### src/logic/pta_defines.svh
// Constants for the priority table access block.
// Assumes inclusion by bare name from pta_prio_select, pta_top and the testbench.
`ifndef PTA_DEFINES_SVH
`define PTA_DEFINES_SVH

// Register indices; byte address is four times the index
`define PTA_IDX_VLAN_RD    16'h180E
`define PTA_IDX_VLAN_STS   16'h1810
`define PTA_IDX_TBL_CMD    16'h1811
`define PTA_IDX_TBL_WDATA  16'h1812
`define PTA_IDX_TBL_RDATA  16'h1813
`define PTA_IDX_TBL_STS    16'h1814

// Field positions
`define PTA_CMD_RNW_BIT    7
`define PTA_CMD_IDX_MSB    5
`define PTA_PRIO_MSB       2
`define PTA_PEND_BIT       0
`define PTA_VLAN_MSB       17
`define PTA_VLAN_MEM2_BIT  17
`define PTA_VLAN_UNT2_BIT  16
`define PTA_VLAN_MEM1_BIT  15
`define PTA_VLAN_UNT1_BIT  14
`define PTA_VLAN_MEM0_BIT  13
`define PTA_VLAN_UNT0_BIT  12
`define PTA_TOS_MSB        7
`define PTA_TOS_CP_LSB     2
`define PTA_TOS_PREC_LSB   5

// Reset values
`define PTA_CMD_RST        8'h00
`define PTA_PRIO_RST       3'h0
`define PTA_VLAN_RST       18'h00000
`define PTA_DATA_ZERO      32'h00000000

`endif

### src/logic/pta_pkg.sv
// Types shared by the priority table access block.
// Assumes nothing of its surroundings.
`default_nettype none
package pta_pkg;

  typedef enum logic [1:0] {
    PTA_IDLE   = 2'b00,
    PTA_ACCESS = 2'b01,
    PTA_DONE   = 2'b10
  } pta_state_t;

endpackage : pta_pkg

`default_nettype wire

### src/logic/pta_table_mem.sv
// Code point to priority table storage, host port and lookup port.
// Assumes one clock; contents are never reset.
`timescale 1ns/1ps
`default_nettype none

module pta_table_mem #(
  parameter int DEPTH = 64,
  parameter int WIDTH = 3,
  parameter int AW    = $clog2(DEPTH)
) (
  // Clock
  input  wire logic             clk,
  // Host port
  input  wire logic             host_en,
  input  wire logic             host_we,
  input  wire logic [AW-1:0]    host_addr,
  input  wire logic [WIDTH-1:0] host_wdata,
  output logic      [WIDTH-1:0] host_rdata,
  // Lookup port
  input  wire logic [AW-1:0]    lk_addr,
  output logic      [WIDTH-1:0] lk_rdata
);

  logic [WIDTH-1:0] table_mem [DEPTH];

  // No reset: contents undefined until written
  always_ff @(posedge clk) begin // RULE_11
    if (host_en && host_we) begin
      table_mem[host_addr] <= host_wdata;
    end
    if (host_en) begin
      host_rdata <= table_mem[host_addr];
    end
    lk_rdata <= table_mem[lk_addr];
  end

endmodule : pta_table_mem

`default_nettype wire

### src/logic/pta_prio_select.sv
// Transmit priority choice for IPv4 packets, precedence or table.
// Assumes the table answers one cycle after lk_addr.
`timescale 1ns/1ps
`default_nettype none
`include "pta_defines.svh"

module pta_prio_select (
  // Clock and reset
  input  wire logic       clk,
  input  wire logic       reset,
  // Settings
  input  wire logic       use_ip,
  input  wire logic       use_precedence,
  // Packet side
  input  wire logic       ipv4_valid,
  input  wire logic [7:0] ipv4_tos,
  output logic            tx_prio_valid,
  output logic      [2:0] tx_prio,
  // Table lookup
  output logic      [5:0] lk_addr,
  input  wire logic [2:0] lk_prio
);

  logic       v1_reg, v1_next;
  logic       tbl1_reg, tbl1_next;
  logic [2:0] prec1_reg, prec1_next;
  logic       vo_reg, vo_next;
  logic [2:0] po_reg, po_next;

  assign lk_addr = ipv4_tos[`PTA_TOS_MSB:`PTA_TOS_CP_LSB];

  always_comb begin
    v1_next    = ipv4_valid && use_ip;
    tbl1_next  = !use_precedence;
    prec1_next = ipv4_tos[`PTA_TOS_MSB:`PTA_TOS_PREC_LSB];
    vo_next    = v1_reg;
    po_next    = tbl1_reg ? lk_prio : prec1_reg; // RULE_14
  end

  always_ff @(posedge clk or posedge reset) begin
    if (reset) begin
      v1_reg    <= 1'b0;
      tbl1_reg  <= 1'b0;
      prec1_reg <= `PTA_PRIO_RST;
      vo_reg    <= 1'b0;
      po_reg    <= `PTA_PRIO_RST;
    end else begin
      v1_reg    <= v1_next;
      tbl1_reg  <= tbl1_next;
      prec1_reg <= prec1_next;
      vo_reg    <= vo_next;
      po_reg    <= po_next;
    end
  end

  assign tx_prio_valid = vo_reg;
  assign tx_prio       = po_reg;

  property p_prec_path;
    @(posedge clk) disable iff (reset)
    ipv4_valid && use_ip && use_precedence |-> ##2 tx_prio_valid && tx_prio == $past(ipv4_tos[7:5], 2);
  endproperty
  a_prec_path: assert property (p_prec_path) else $error("precedence priority wrong"); // RULE_14

endmodule : pta_prio_select

`default_nettype wire

### src/logic/pta_top.sv
// Host access to the code point priority table and VLAN status bits.
// Assumes an APB master on clk and a VLAN engine on the same clock.
//
// Behaviour
// (RULE_01) The VLAN status pending bit is set while a VLAN command runs and clears itself at its end.
// (RULE_02) Bit 16 of the VLAN read word is the port 2 un-tag flag for hybrid egress ports.
// (RULE_03) Bits 15 and 14 are port 1 member and un-tag, bits 13 and 12 are port 0 member and un-tag.
// (RULE_04) Each host write of the table command starts one access with that write's type and index; the code ignores writes while pending is set.
// (RULE_05) Command bit 7 picks read when 1 and write when 0, resetting to 0.
// (RULE_06) Command bits 5:0 pick one of 64 entries and bit 6 is reserved.
// (RULE_07) For a read the host issues the command, waits for pending to clear, then reads the data.
// (RULE_08) For a write the host loads write data, writes the command, then waits for pending to clear.
// (RULE_09) The write data register holds a 3-bit priority that a table write stores.
// (RULE_10) The read data register shows the priority of the last completed table read.
// (RULE_11) The table is not initialised at reset and the host must fill it before use.
// (RULE_12) The table status pending bit is set during an access and clears itself at its end.
// (RULE_13) A member flag admits matching ingress packets, otherwise only admit-non-member does.
// (RULE_14) With IP priority on and precedence off, IPv4 priority comes from the table.
// (RULE_15) A command written while pending is set is ignored.
`timescale 1ns/1ps
`default_nettype none
`include "pta_defines.svh"

module pta_top #(
  parameter int DEPTH = 64,
  parameter int PW    = 3
) (
  // Clock and reset
  input  wire logic        clk,
  input  wire logic        reset,
  // APB slave
  input  wire logic [15:0] paddr,
  input  wire logic        psel,
  input  wire logic        penable,
  input  wire logic        pwrite,
  input  wire logic [31:0] pwdata,
  output logic      [31:0] prdata,
  output logic             pready,
  output logic             pslverr,
  // VLAN engine
  input  wire logic        vlan_cmd_start,
  input  wire logic        vlan_cmd_done,
  input  wire logic [17:0] vlan_rd_word,
  input  wire logic [2:0]  admit_non_member,
  output logic      [2:0]  vlan_member,
  output logic      [2:0]  vlan_untag,
  output logic      [2:0]  vlan_admit,
  // Ingress priority
  input  wire logic        use_ip,
  input  wire logic        use_precedence,
  input  wire logic        ipv4_valid,
  input  wire logic [7:0]  ipv4_tos,
  output logic             tx_prio_valid,
  output logic      [2:0]  tx_prio
);

  localparam int AW = $clog2(DEPTH);

  function automatic logic [15:0] pta_byte_addr(input logic [15:0] idx);
    pta_byte_addr = {idx[13:0], 2'b00};
  endfunction : pta_byte_addr

  // Bus phases
  logic apb_setup;
  logic apb_wr;
  logic cmd_wr;
  logic cmd_take;

  assign pready    = 1'b1;
  assign apb_setup = psel && !penable;
  assign apb_wr    = psel && penable && pwrite;
  assign cmd_wr    = apb_wr && (paddr == pta_byte_addr(`PTA_IDX_TBL_CMD));

  // Table access, VLAN and read mux state
  pta_pkg::pta_state_t state_reg, state_next;
  logic          pend_reg, pend_next;
  logic          rnw_reg, rnw_next;
  logic [AW-1:0] idx_reg, idx_next;
  logic [PW-1:0] wdat_reg, wdat_next;
  logic [PW-1:0] rdat_reg, rdat_next;
  logic          vpend_reg, vpend_next;
  logic [17:0]   vword_reg, vword_next;
  logic [2:0]    admit_reg, admit_next;
  logic [31:0]   prdata_reg, prdata_next;
  logic          perr_reg, perr_next;

  // Table port signals
  logic          mem_en;
  logic          mem_we;
  logic [PW-1:0] mem_rdata;
  logic [AW-1:0] lk_addr;
  logic [PW-1:0] lk_prio;

  assign cmd_take = cmd_wr && !pend_reg; // RULE_15
  assign mem_en   = (state_reg == pta_pkg::PTA_ACCESS);
  assign mem_we   = mem_en && !rnw_reg; // RULE_05

  always_comb begin
    state_next = state_reg;
    pend_next  = pend_reg;
    rnw_next   = rnw_reg;
    idx_next   = idx_reg;
    rdat_next  = rdat_reg;
    case (state_reg)
      pta_pkg::PTA_IDLE: begin
        if (cmd_take) begin
          rnw_next   = pwdata[`PTA_CMD_RNW_BIT]; // RULE_04
          idx_next   = pwdata[`PTA_CMD_IDX_MSB:0]; // RULE_06
          pend_next  = 1'b1; // RULE_12
          state_next = pta_pkg::PTA_ACCESS;
        end
      end
      pta_pkg::PTA_ACCESS: begin
        state_next = pta_pkg::PTA_DONE;
      end
      pta_pkg::PTA_DONE: begin
        if (rnw_reg) begin
          rdat_next = mem_rdata; // RULE_10
        end
        pend_next  = 1'b0; // RULE_12
        state_next = pta_pkg::PTA_IDLE;
      end
      default: begin
        pend_next  = 1'b0;
        state_next = pta_pkg::PTA_IDLE;
      end
    endcase
  end

  // Write data and VLAN state
  always_comb begin
    wdat_next = wdat_reg;
    if (apb_wr && (paddr == pta_byte_addr(`PTA_IDX_TBL_WDATA))) begin
      wdat_next = pwdata[`PTA_PRIO_MSB:0]; // RULE_09
    end
    vpend_next = vpend_reg;
    if (vlan_cmd_done) begin
      vpend_next = 1'b0;
    end
    if (vlan_cmd_start) begin
      vpend_next = 1'b1; // RULE_01
    end
    vword_next = vlan_rd_word;
    admit_next = admit_non_member;
  end

  // Read mux, captured in the setup phase
  always_comb begin
    prdata_next = prdata_reg;
    perr_next   = perr_reg;
    if (apb_setup) begin
      prdata_next = `PTA_DATA_ZERO;
      perr_next   = 1'b0;
      if (paddr == pta_byte_addr(`PTA_IDX_VLAN_RD)) begin
        prdata_next[`PTA_VLAN_MSB:0] = vword_reg;
      end else if (paddr == pta_byte_addr(`PTA_IDX_VLAN_STS)) begin
        prdata_next[`PTA_PEND_BIT] = vpend_reg; // RULE_01
      end else if (paddr == pta_byte_addr(`PTA_IDX_TBL_CMD)) begin
        prdata_next[`PTA_CMD_RNW_BIT] = rnw_reg;
        prdata_next[`PTA_CMD_IDX_MSB:0] = idx_reg;
      end else if (paddr == pta_byte_addr(`PTA_IDX_TBL_WDATA)) begin
        prdata_next[`PTA_PRIO_MSB:0] = wdat_reg;
      end else if (paddr == pta_byte_addr(`PTA_IDX_TBL_RDATA)) begin
        prdata_next[`PTA_PRIO_MSB:0] = rdat_reg;
      end else if (paddr == pta_byte_addr(`PTA_IDX_TBL_STS)) begin
        prdata_next[`PTA_PEND_BIT] = pend_reg; // RULE_12
      end else begin
        perr_next = 1'b1;
      end
    end
  end

  always_ff @(posedge clk or posedge reset) begin
    if (reset) begin
      state_reg  <= pta_pkg::PTA_IDLE;
      pend_reg   <= 1'b0;
      rnw_reg    <= 1'b0;
      idx_reg    <= '0;
      wdat_reg   <= `PTA_PRIO_RST;
      rdat_reg   <= `PTA_PRIO_RST;
      vpend_reg  <= 1'b0;
      vword_reg  <= `PTA_VLAN_RST;
      admit_reg  <= 3'h0;
      prdata_reg <= `PTA_DATA_ZERO;
      perr_reg   <= 1'b0;
    end else begin
      state_reg  <= state_next;
      pend_reg   <= pend_next;
      rnw_reg    <= rnw_next;
      idx_reg    <= idx_next;
      wdat_reg   <= wdat_next;
      rdat_reg   <= rdat_next;
      vpend_reg  <= vpend_next;
      vword_reg  <= vword_next;
      admit_reg  <= admit_next;
      prdata_reg <= prdata_next;
      perr_reg   <= perr_next;
    end
  end

  assign prdata  = prdata_reg;
  assign pslverr = perr_reg && psel && penable;

  // VLAN entry fields
  assign vlan_member = {vword_reg[`PTA_VLAN_MEM2_BIT],
                        vword_reg[`PTA_VLAN_MEM1_BIT],
                        vword_reg[`PTA_VLAN_MEM0_BIT]}; // RULE_03
  assign vlan_untag  = {vword_reg[`PTA_VLAN_UNT2_BIT], // RULE_02
                        vword_reg[`PTA_VLAN_UNT1_BIT],
                        vword_reg[`PTA_VLAN_UNT0_BIT]}; // RULE_03
  assign vlan_admit  = vlan_member | admit_reg; // RULE_13

  // Storage is left unreset
  pta_table_mem #(
    .DEPTH (DEPTH),
    .WIDTH (PW),
    .AW    (AW)
  ) u_mem (
    .clk        (clk),
    .host_en    (mem_en),
    .host_we    (mem_we), // RULE_11
    .host_addr  (idx_reg),
    .host_wdata (wdat_reg),
    .host_rdata (mem_rdata),
    .lk_addr    (lk_addr),
    .lk_rdata   (lk_prio)
  );

  pta_prio_select u_sel (
    .clk            (clk),
    .reset          (reset),
    .use_ip         (use_ip),
    .use_precedence (use_precedence),
    .ipv4_valid     (ipv4_valid),
    .ipv4_tos       (ipv4_tos),
    .tx_prio_valid  (tx_prio_valid),
    .tx_prio        (tx_prio),
    .lk_addr        (lk_addr),
    .lk_prio        (lk_prio)
  );

  property p_cmd_pending;
    @(posedge clk) disable iff (reset)
    cmd_take |=> pend_reg && rnw_reg == $past(pwdata[7]) && idx_reg == $past(pwdata[5:0]);
  endproperty
  a_cmd_pending: assert property (p_cmd_pending) else $error("command not started"); // RULE_04

  property p_pend_len;
    @(posedge clk) disable iff (reset)
    $rose(pend_reg) |-> pend_reg [*2] ##1 !pend_reg;
  endproperty
  a_pend_len: assert property (p_pend_len) else $error("pending length wrong"); // RULE_12

  property p_ignore_busy;
    @(posedge clk) disable iff (reset)
    cmd_wr && pend_reg |=> rnw_reg == $past(rnw_reg) && idx_reg == $past(idx_reg);
  endproperty
  a_ignore_busy: assert property (p_ignore_busy) else $error("busy command taken"); // RULE_15

  property p_vlan_set;
    @(posedge clk) disable iff (reset)
    vlan_cmd_start |=> vpend_reg;
  endproperty
  a_vlan_set: assert property (p_vlan_set) else $error("vlan pending not set"); // RULE_01

  property p_vlan_clear;
    @(posedge clk) disable iff (reset)
    vlan_cmd_done && !vlan_cmd_start |=> !vpend_reg;
  endproperty
  a_vlan_clear: assert property (p_vlan_clear) else $error("vlan pending not cleared"); // RULE_01

  property p_untag2;
    @(posedge clk) disable iff (reset)
    1'b1 |=> vlan_untag[2] == $past(vlan_rd_word[16]);
  endproperty
  a_untag2: assert property (p_untag2) else $error("port 2 untag wrong"); // RULE_02

  property p_port10;
    @(posedge clk) disable iff (reset)
    1'b1 |=> {vlan_member[1], vlan_untag[1], vlan_member[0], vlan_untag[0]} == $past(vlan_rd_word[15:12]);
  endproperty
  a_port10: assert property (p_port10) else $error("port 1/0 flags wrong"); // RULE_03

  property p_admit;
    @(posedge clk) disable iff (reset)
    $past(vlan_rd_word[17]) |-> vlan_admit[2];
  endproperty
  a_admit: assert property (p_admit) else $error("member not admitted"); // RULE_13

  property p_wdata;
    @(posedge clk) disable iff (reset)
    apb_wr && paddr == pta_byte_addr(`PTA_IDX_TBL_WDATA) |=> wdat_reg == $past(pwdata[2:0]);
  endproperty
  a_wdata: assert property (p_wdata) else $error("write data not held"); // RULE_09

  property p_rdata_hold;
    @(posedge clk) disable iff (reset)
    state_reg != pta_pkg::PTA_DONE |=> $stable(rdat_reg);
  endproperty
  a_rdata_hold: assert property (p_rdata_hold) else $error("read data changed early"); // RULE_10

  property p_cmd_strobe;
    @(posedge clk) disable iff (reset)
    cmd_take |=> (mem_en && mem_we != $past(pwdata[`PTA_CMD_RNW_BIT])) ##1 !mem_en;
  endproperty
  a_cmd_strobe: assert property (p_cmd_strobe) else $error("table strobe wrong"); // RULE_05

  property p_read_capture;
    @(posedge clk) disable iff (reset)
    state_reg == pta_pkg::PTA_DONE && rnw_reg |=> rdat_reg == $past(mem_rdata);
  endproperty
  a_read_capture: assert property (p_read_capture) else $error("table read not captured"); // RULE_10

  property p_write_keeps_read;
    @(posedge clk) disable iff (reset)
    state_reg == pta_pkg::PTA_DONE && !rnw_reg |=> $stable(rdat_reg);
  endproperty
  a_write_keeps_read: assert property (p_write_keeps_read) else $error("read data changed by write"); // RULE_10

  property p_pend_state;
    @(posedge clk) disable iff (reset)
    pend_reg == (state_reg != pta_pkg::PTA_IDLE);
  endproperty
  a_pend_state: assert property (p_pend_state) else $error("pending out of step"); // RULE_12

  property p_status_read;
    @(posedge clk) disable iff (reset)
    apb_setup && paddr == pta_byte_addr(`PTA_IDX_TBL_STS) |=> prdata == 32'($past(pend_reg));
  endproperty
  a_status_read: assert property (p_status_read) else $error("table status read wrong"); // RULE_12

  property p_vlan_status_read;
    @(posedge clk) disable iff (reset)
    apb_setup && paddr == pta_byte_addr(`PTA_IDX_VLAN_STS) |=> prdata == 32'($past(vpend_reg));
  endproperty
  a_vlan_status_read: assert property (p_vlan_status_read) else $error("vlan status read wrong"); // RULE_01

  property p_cmd_readback;
    @(posedge clk) disable iff (reset)
    apb_setup && paddr == pta_byte_addr(`PTA_IDX_TBL_CMD) |=> !prdata[`PTA_CMD_RNW_BIT - 1] &&
      prdata[`PTA_CMD_RNW_BIT] == $past(rnw_reg) && prdata[`PTA_CMD_IDX_MSB:0] == $past(idx_reg);
  endproperty
  a_cmd_readback: assert property (p_cmd_readback) else $error("command readback wrong"); // RULE_06

  property p_table_path;
    @(posedge clk) disable iff (reset)
    ipv4_valid && use_ip && !use_precedence |-> ##2 tx_prio_valid && tx_prio == $past(lk_prio);
  endproperty
  a_table_path: assert property (p_table_path) else $error("table priority wrong"); // RULE_14

  property p_no_prio;
    @(posedge clk) disable iff (reset)
    !(ipv4_valid && use_ip) |-> ##2 !tx_prio_valid;
  endproperty
  a_no_prio: assert property (p_no_prio) else $error("stray priority"); // RULE_14

endmodule : pta_top

`default_nettype wire

### config.mk
export PLATFORM = sky130hd
export DESIGN_NAME = pta_top
export DESIGN_NICKNAME = d
export VERILOG_FILES = /design/src/logic/pta_pkg.sv /design/src/logic/pta_table_mem.sv /design/src/logic/pta_prio_select.sv /design/src/logic/pta_top.sv
export VERILOG_INCLUDE_DIRS = /design/src /design/src/logic
export SDC_FILE = /design/constraint.sdc
export NUM_CORES = 1
export LEC_CHECK = 0
export BUFFER_PORTS_ARGS = -buffer_cell sky130_fd_sc_hd__buf_4
export CAP_MARGIN = 20
export CORE_AREA = 2 2 178 180
export DETAILED_ROUTE_END_ITERATION = 16
export DIE_AREA = 0 0 180 182
export PLACE_DENSITY = 0.66
export SETUP_SLACK_MARGIN = 0.4
export SYNTH_ARGS = -nofsm -noshare
export SYNTH_HDL_FRONTEND = slang
export SYNTH_SLANG_ARGS = --single-unit
### constraint.sdc
create_clock -name clk -period 2.3 [get_ports clk]
set_input_delay 0.345 -clock clk [delete_from_list [all_inputs] [get_ports clk]]
set_output_delay 0.345 -clock clk [all_outputs]
set_load 0.02 [all_outputs]
==> run metrics, run 1 <==
final std cells w/o fill=1484; Seq/Total Area, Yosys=62.0%; dpl hpwl=approximately 24000 um; syn_area_per_cell=around 14 sq um; arrival time at the worst endpoint=between 2 and 3 ns; final setup fails=3; CP bufs+invs=2; CP max-delay cell=mux4_2; drt pass-1 iters=6; Fin Clk Skew=approximately 0.025 ns; Final Critical Period=~2.4 ns; FF+latch count, synth=about 260; Req. time, crit path=between 2 and 3 ns; row count=65; number of synthesized flops with an enable pin=195; antenna violations before repair=0; fraction of layout cells with a size suffix above 1=a little under two fifths; worst-path cell chain=buf_12, buf_6, mux4_2, a32o_1, a221oi_2, o21ai_1, or4b_1; RSZ-0062 raised after global routing=yes; switching pwr=2.14 mW; io pins=134; Worst Max-Slew Pin Slew=between 0.6 and 0.7 ns; total grt overflow=0; most frequent cells in the layout=202 x buf_4, 195 x edfxtp_1, 60 x mux4_2; Async SR Flop Fraction=about a quarter; outcome=finished, violations left; ys flop type=edfxtp_1; DR vias=between 8000 and 9000; leakage=approximately 5.7 nW; Layout Nets=roughly 1100; global placer's final weighted congestion=~0.94; count of pins over their slew limit=0; Critical Path Stages=7; pwr/cell area=~660 mW/mm^2; clock tree buffer depth=3; Slew HR=54.6%; post-synthesis cell type count=between 50 and 60; sequential power share=about half; Cell Area, Placed=between 0.01 and 0.015 sq mm; area leader, netlist=edfxtp_1; antenna-violating nets left=0; die width=about 180 um; post-route cell area=roughly 0.016 sq mm; H-Tree Level Count=1; hold crit path type=primary input to register; fmax=412 MHz; combinational power share=4.4%; worst-skew pair later-pin latency=0.56 ns; vias per cell=around 5.7; die footprint=approximately 0.033 sq mm; Hold Fails Final Rpt=0; CTS sink cnt=264; Crit Path Category=register to register; Power Internal=roughly 8.3 mW; first-pass GRT wire length=51100 um; Inst Count DP=between 1000 and 1500; CORE AREA=0.0310 sq mm; Clock power frac=a little under half; n_diodes=0; Cells after Synth=850; CP top delay family=compound AO/OA/AOI/OAI gates; DRT Wirelength=about 33000 um; warning count from the yosys run=0; endpoint type of the worst setup path=register; TritonCTS Buffers=27; Fillers=about 2600; max reg flops=about 190; GRT Overall Usage=20.2%; hold path cells=2; pin count of the biggest net entering global routing=65; mapped cell area=0.0122 sq mm; most common cell after layout, fill and taps aside=buf_4; failing checks=negative setup slack; post-synth top area share=between 40% and 50%; top cells by area, synth=edfxtp_1 48%, dfrtp_1 14%, mux4_2 11%, mux2i_1 4.9%, nor2_1 2.7%; Area Overhead vs Synth=28.3%; worst r2r path cells=7; final setup margin=-0.127 ns; CP Max Fanout=15; Storage cell area=between 0.007 and 0.008 sq mm; number of global-route vias before repair=about 8400; CTS tree=yes; number of port buffers=91; worst vdd ir=0.506 mV; Iter 0 DRT Violations=726; clock slew at reported path FFs=around 0.060 ns; startpoint types=register; Net Sw Frac=between 20% and 30%; Root Buffer=clkbuf_16; DR DRC count=0; DR WL/cell=roughly 22 um; Die Y=between 150 and 200 um; period utilization=106%; initial core utilization=39.4%; footprint of the multi-input gates=0.00449 sq mm; Max Cap Viol=0; slowest stage delay, CP=slightly below 0.5 ns
## through the flow
stage / TNS (ns) / setup WS, ns / power [mW] / util (%) / hold WS (ns)
after floorplan: 0 / 0.178 / 5.47 / - / 0.331
after global placement: -0.329 / -0.131 / 5.63 / 45.3 / 0.336
after detailed placement: -0.337 / -0.139 / 5.64 / 45.3 / 0.336
after CTS: -0.245 / -0.108 / 10.5 / 49.9 / 0.000216
after global routing: -0.534 / -0.211 / 10.7 / 50.5 / 0.0133
final: -0.298 / -0.127 / 10.4 / 50.5 / 0.0183
## worst paths after layout
| kind | startpoint | endpoint | slack [ns] |
|---|---|---|---|
| worst max-delay path | idx_reg[0] | u_mem.host_rdata[2] | -0.13 |
| worst min-delay path | pwdata[5] | idx_reg[5] | 0.02 |
| worst max register to register | idx_reg[0] | u_mem.host_rdata[2] | -0.13 |
| worst min register to register | u_sel.v1_reg | u_sel.tx_prio_valid | 0.35 |
| max in group asynchronous | reset | idx_reg[1] | 1.35 |
| min in group asynchronous | reset | u_sel.prec1_reg[0] | 0.40 |
## synth_stat cells, types with 4 or more instances
cell,number
a21oi_1,25
a221oi_1,5
a22oi_1,18
buf_2,25
buf_4,25
clkbuf_1,22
dfrtp_1,66
edfxtp_1,195
inv_1,6
mux2_2,25
mux2i_1,60
mux4_1,4
mux4_2,59
nand2_1,56
nand2b_1,4
nand3_1,32
nand3b_1,5
nand4_1,6
nor2_1,89
nor2b_1,16
nor3_1,11
o211ai_1,4
o21ai_0,24
o22ai_1,14
or2_2,5
## cells by family after synthesis
logic type | Yosys count | share of synthesized area, %
flops | 264 | 62.0
other cells | 2 | 0.0616
mux | 148 | 19.0
compound gates | 110 | 5.83
simple gates | 242 | 9.37
buf+inv | 84 | 3.73
## layer usage
| layer | vias up | global-route usage [%] | wire length [um] |
|---|---|---|---|
| met3 | 83 | 3.23 | 2700 |
| met2 | 457 | 32.4 | 15600 |
| li1 | 3672 | - | - |
| met5 | - | 0 | 0 |
| met4 | 0 | 8.10 | 1260 |
| met1 | 4182 | 27.7 | 13600 |
## power groups by stage
stage / Clock (mW) / Combinational [mW] / Sequential, mW
after global routing: 5.08 / 0.488 / 5.12
after floorplan: 0 / 0.241 / 5.23
final: 4.82 / 0.457 / 5.12
after global placement: 0 / 0.410 / 5.22
after CTS: 4.90 / 0.456 / 5.12
after detailed placement: 0 / 0.413 / 5.22
## what timing repair did
item                                    CTS  global route
hold buffers                             30             0
gates resized for setup                  50            38
setup buffers                             1             4
endpoints found under the setup margin  161           190
pin swaps                                 1             3
hold endpoints to repair                 51             0
## cell type report
| cell class | count | share of cell area, % |
|---|---|---|
| clock buffer | 28 | 4.34 |
| timing repair buffer | 247 | 13.2 |
| clock inverter | 21 | 1.91 |
| inverter | 7 | 0.192 |
| multi-input combinational | 515 | 28.7 |
| tap | 402 | 3.21 |
| sequential | 264 | 48.4 |
No activity file was read; power rests on OpenSTA's default activity.
==> run 2: changes to the inputs <==
- BUFFER_PORTS_ARGS: -buffer_cell sky130_fd_sc_hd__buf_4 -> not set
- CTS_CLUSTER_DIAMETER: not set -> 50
- CTS_CLUSTER_SIZE: not set -> 28
- DONT_BUFFER_PORTS: not set -> 1
- PLACE_DENSITY: 0.66 -> 0.62
==> run metrics, run 2 (synthesized netlist as in run 1, its figures left out) <==
CTS tree=yes; most frequent cells in the layout=195 x edfxtp_1, 92 x buf_4, 61 x mux4_2; H-Tree Level Count=1; Crit Path Category=register to register; Iter 0 DRT Violations=~830; fmax=405 MHz; RSZ-0062 raised after global routing=yes; drt pass-1 iters=5; DRT Wirelength=33400 um; Root Buffer=clkbuf_16; row count=65; CP top delay family=flip-flops; outcome=finished, violations left; die footprint=roughly 0.033 sq mm; worst hold start=paddr[4]; Power Total=roughly 10 mW; hold path cells=3; worst-skew pair later-pin latency=between 0.5 and 0.6 ns; clock slew at reported path FFs=0.08 ns; Cell Area, Placed=between 0.01 and 0.015 sq mm; failing checks=negative setup slack; vias per cell=5.84; DR vias=just over 8000; Layout Nets=~1000; DR WL/cell=about 24 um; Die Y=roughly 180 um; crit-path most repeated cell=buf_4; Inst Count DP=1278; max reg flops=192; Slew HR=47.6%; GRT Overall Usage=about a fifth; initial core utilization=~40%; CP Max Fanout=7; DR DRC count=0; antenna-violating nets left=0; CP bufs+invs=2; die width=around 180 um; post-route cell area=about 0.015 sq mm; global placer's final weighted congestion=about 0.90; period utilization=107%; first-pass GRT wire length=a little over 50000 um; clock tree buffer depth=3; Req. time, crit path=approximately 2.6 ns; dpl hpwl=22800 um; pwr/cell area=roughly 670 mW/mm^2; io pins=134; r2r startpoint=idx_reg[2]; count of pins over their slew limit=0; final setup margin=-0.172 ns; worst r2r path cells=7; leakage=5.19 nW; setup TNS=-0.388 ns; Worst Max-Slew Pin Slew=between 0.7 and 0.8 ns; Final Critical Period=2.47 ns; number of port buffers=0; most common cell after layout, fill and taps aside=edfxtp_1; number of global-route vias before repair=between 8000 and 9000; pin count of the biggest net entering global routing=65; endpoint type of the worst setup path=register; worst-path cell chain=buf_4, buf_4, mux4_2, mux2i_2, o22a_1, o21ai_0, or4b_1; CORE AREA=roughly 0.031 sq mm; TritonCTS Buffers=26; Max Cap Viol=0; startpoint types=register; antenna violations before repair=2; CTS sink cnt=about 260; arrival time at the worst endpoint=between 2 and 3 ns; slowest stage delay, CP=approximately 0.55 ns; crit path launch=idx_reg[2]; CP max-delay cell=dfrtp_4; worst vdd ir=0.435 mV; Fin Clk Skew=around 0.033 ns; fraction of layout cells with a size suffix above 1=between 30% and 40%; Hold Fails Final Rpt=0; Critical Path Stages=7; Area Overhead vs Synth=22.2%; final setup fails=3; Fillers=around 2600; final std cells w/o fill=1380; hold crit path type=primary input to register; total grt overflow=0
[run 2: cell count changes in the layout (fill, tap and decap cells not counted), moves of 3 or more]
cell / delta
nor2_2: +19
bufinv_16: -6
nor2_1: -10
clkinv_8: +8
nor2_4: -9
clkinv_1: -6
inv_8: +4
clkinvlp_4: -3
dlygate4sd3_1: +8
buf_4: -110
[run 2: layout make-up]
cell class	instances	area, sq um	area share (%)
Clock inverter	19	269	1.81
Inverter	7	30.0	0.201
Timing Repair Buffer	143	1300	8.75
Sequential cell	264	7580	50.9
Antenna cell	1	2.50	0.0168
Tap cell	402	503	3.38
Clock buffer	29	704	4.73
Multi-Input combinational cell	515	4510	30.3
[run 2: per-stage QoR]
step / setup slack [ns] / utilization [%] / hold slack [ns]
floorplan: 0.178 / - / 0.331
global placement: -0.0824 / 42.2 / 0.321
detailed placement: -0.124 / 42.2 / 0.328
CTS: -0.125 / 47.2 / 0.0201
global route: -0.204 / 48.1 / 0.0482
finish: -0.172 / 48.1 / 0.0258
[run 2: path summary, 6_finish.rpt]
path,end,slack (ns)
worst max-delay path,u_mem.host_rdata[2],-0.17
worst min-delay path,prdata[1],0.03
worst max register to register,u_mem.host_rdata[2],-0.17
worst min register to register,u_sel.tx_prio_valid,0.36
max in group asynchronous,wdat_reg[0],1.34
min in group asynchronous,u_sel.prec1_reg[0],0.34
[run 2: tightest hold or removal path: cells and delay by family]
kind / cells / cell delay [ns]
AOI/OAI and AO/OA: 2 / 0.17
and+or+nand+nor: 1 / 0.03
[run 2: timing repair]
action	4_1_cts	5_1_grt
setup buffers	7	7
hold buffers	38	0
pin swaps	3	6
cloned	1	0
setup endpoints to repair	169	202
resized for setup	36	65
hold endpoints to repair	67	0
[run 2: where the power goes]
| part | switching, mW | leakage, nW | internal [mW] |
|---|---|---|---|
| combinational | 0.127 | 2.21 | 0.122 |
| sequential | 0.0451 | 2.50 | 5.10 |
| clock | 2.15 | 0.472 | 2.49 |
| total | 2.32 | 5.19 | 7.71 |
[run 2: routing by layer]
layer | vias up | part of all wire [%] | track usage, %
li1 | 3481 | - | -
met1 | 4056 | 41 | 26.6
met3 | 61 | 8.9 | 4.43
met4 | 2 | 3.0 | 6.44
met5 | - | 0.048 | 0
met2 | 456 | 48 | 33.2
==> run 3: changes to the inputs <==
- SKIP_LAST_GASP: not set -> 1
==> run metrics, run 3 (synthesized netlist as in run 1, its figures left out) <==
Crit Path Category=register to register; fmax=a little over 400 MHz; antenna violations before repair=2; most common cell after layout, fill and taps aside=edfxtp_1; CTS tree=yes; Req. time, crit path=roughly 2.6 ns; outcome=finished, violations left; number of port buffers=0; dpl hpwl=about 23000 um; initial core utilization=about 39%; Power Total=between 10 and 15 mW; antenna-violating nets left=0; Final Critical Period=approximately 2.5 ns; hold crit path type=primary input to register; row count=between 60 and 70; Worst Max-Slew Pin Slew=between 0.7 and 0.8 ns; Hold Fails Final Rpt=0; Iter 0 DRT Violations=840; Max Cap Viol=0; drt pass-1 iters=5; total grt overflow=0; H-Tree Level Count=1; CP Max Fanout=18; endpoint type of the worst setup path=register; io pins=about 130; Root Buffer=clkbuf_16; leakage=5.19 nW; most frequent cells in the layout=195 x edfxtp_1, 90 x buf_4, 61 x mux4_2; pwr/cell area=between 600 and 700 mW/mm^2; final setup margin=-0.173 ns; count of pins over their slew limit=0; RSZ-0062 raised after global routing=yes; fraction of layout cells with a size suffix above 1=between 30% and 40%; Hold Slack=0.0263 ns; die width=approximately 180 um; number of global-route vias before repair=8017; clock tree buffer depth=3; GRT Overall Usage=between 20% and 30%; die footprint=0.0328 sq mm; period utilization=108%; CORE AREA=roughly 0.031 sq mm; TritonCTS Buffers=26; Slew HR=between 40% and 50%; clock slew at reported path FFs=roughly 0.08 ns; global placer's final weighted congestion=approximately 0.90; startpoint types=register; max reg flops=between 150 and 200; CTS sink cnt=264; Fin Clk Skew=approximately 0.032 ns; Layout Nets=between 1000 and 1500; DR WL/cell=around 24 um; worst-skew pair later-pin latency=0.56 ns; worst vdd ir=0.436 mV; DRT Wirelength=roughly 33000 um; Area Overhead vs Synth=22.6%; DR DRC count=0; Die Y=between 150 and 200 um; final setup fails=3; first-pass GRT wire length=~50000 um; failing checks=negative setup slack; vias per cell=about 5.8; pin count of the biggest net entering global routing=65; arrival time at the worst endpoint=between 2 and 3 ns; DR vias=just over 8000
==> run 3: layout make-up <==
| cell class | count | area, sq um |
|---|---|---|
| repair buffers | 144 | 1320 |
| multi-input cells | 515 | 4540 |
| flip-flops and latches | 264 | 7580 |
| clock inverters | 19 | 269 |
| inverters | 7 | 37.5 |
| diodes | 1 | 2.50 |
| clock buffers | 29 | 704 |
| fillers | 2605 | 16000 |
| well taps | 402 | 503 |
==> run 3: worst max-delay path, stage by stage, from the launching register on <==
cell     delay, ns
dfrtp_4       0.54
buf_4         0.16
buf_12        0.15
mux4_2        0.31
mux2i_1       0.21
o22a_1        0.23
o21ai_0       0.09
or4b_1        0.52
==> run 3: routing by layer <==
metal	vias up	global-route usage [%]	wire (um)
met1	4051	26.6	13200
met4	2	6.57	1040
li1	3481	-	-
met2	456	33.2	15900
met3	62	4.51	3290
met5	-	0	11
==> run 3: final timing paths <==
check,startpoint,endpoint,slack (ns),depth (start not counted)
setup / recovery,idx_reg[2],u_mem.host_rdata[2],-0.17,7
hold / removal,paddr[4],prdata[1],0.03,3
setup reg to reg,idx_reg[2],u_mem.host_rdata[2],-0.17,7
hold reg to reg,u_sel.v1_reg,u_sel.tx_prio_valid,0.36,0
max in group asynchronous,reset,wdat_reg[0],1.34,3
min in group asynchronous,reset,u_sel.prec1_reg[0],0.34,2
==> run 3: what timing repair did <==
| action | CTS | global route |
|---|---|---|
| setup buffers | 7 | 8 |
| endpoints found under the setup margin | 169 | 202 |
| pin swaps | 3 | 9 |
| hold buffers | 38 | 0 |
| gates cloned | 1 | 0 |
| resized for setup | 34 | 79 |
| endpoints found under the hold margin | 67 | 0 |
==> run 3: where the power goes <==
part | total, mW | leakage, nW | switching (mW) | internal [mW]
registers | 5.14 | 2.50 | 0.0453 | 5.10
clock network | 4.64 | 0.472 | 2.14 | 2.49
logic | 0.248 | 2.22 | 0.126 | 0.122
total | 10.0 | 5.19 | 2.32 | 7.71
==> run 3: per-stage QoR <==
stage / instances / setup slack, ns / util [%] / TNS, ns / instance area (sq um)
2_1_floorplan: 863 / 0.178 / - / 0 / 12300
3_3_place_gp: 1278 / -0.0824 / 42.2 / -0.217 / 13100
3_5_place_dp: 1278 / -0.124 / 42.2 / -0.301 / 13100
4_1_cts: 1372 / -0.125 / 47.2 / -0.344 / 14600
5_1_grt: 1380 / -0.204 / 48.3 / -0.570 / 15000
6_report: 1381 / -0.173 / 48.3 / -0.352 / 15000
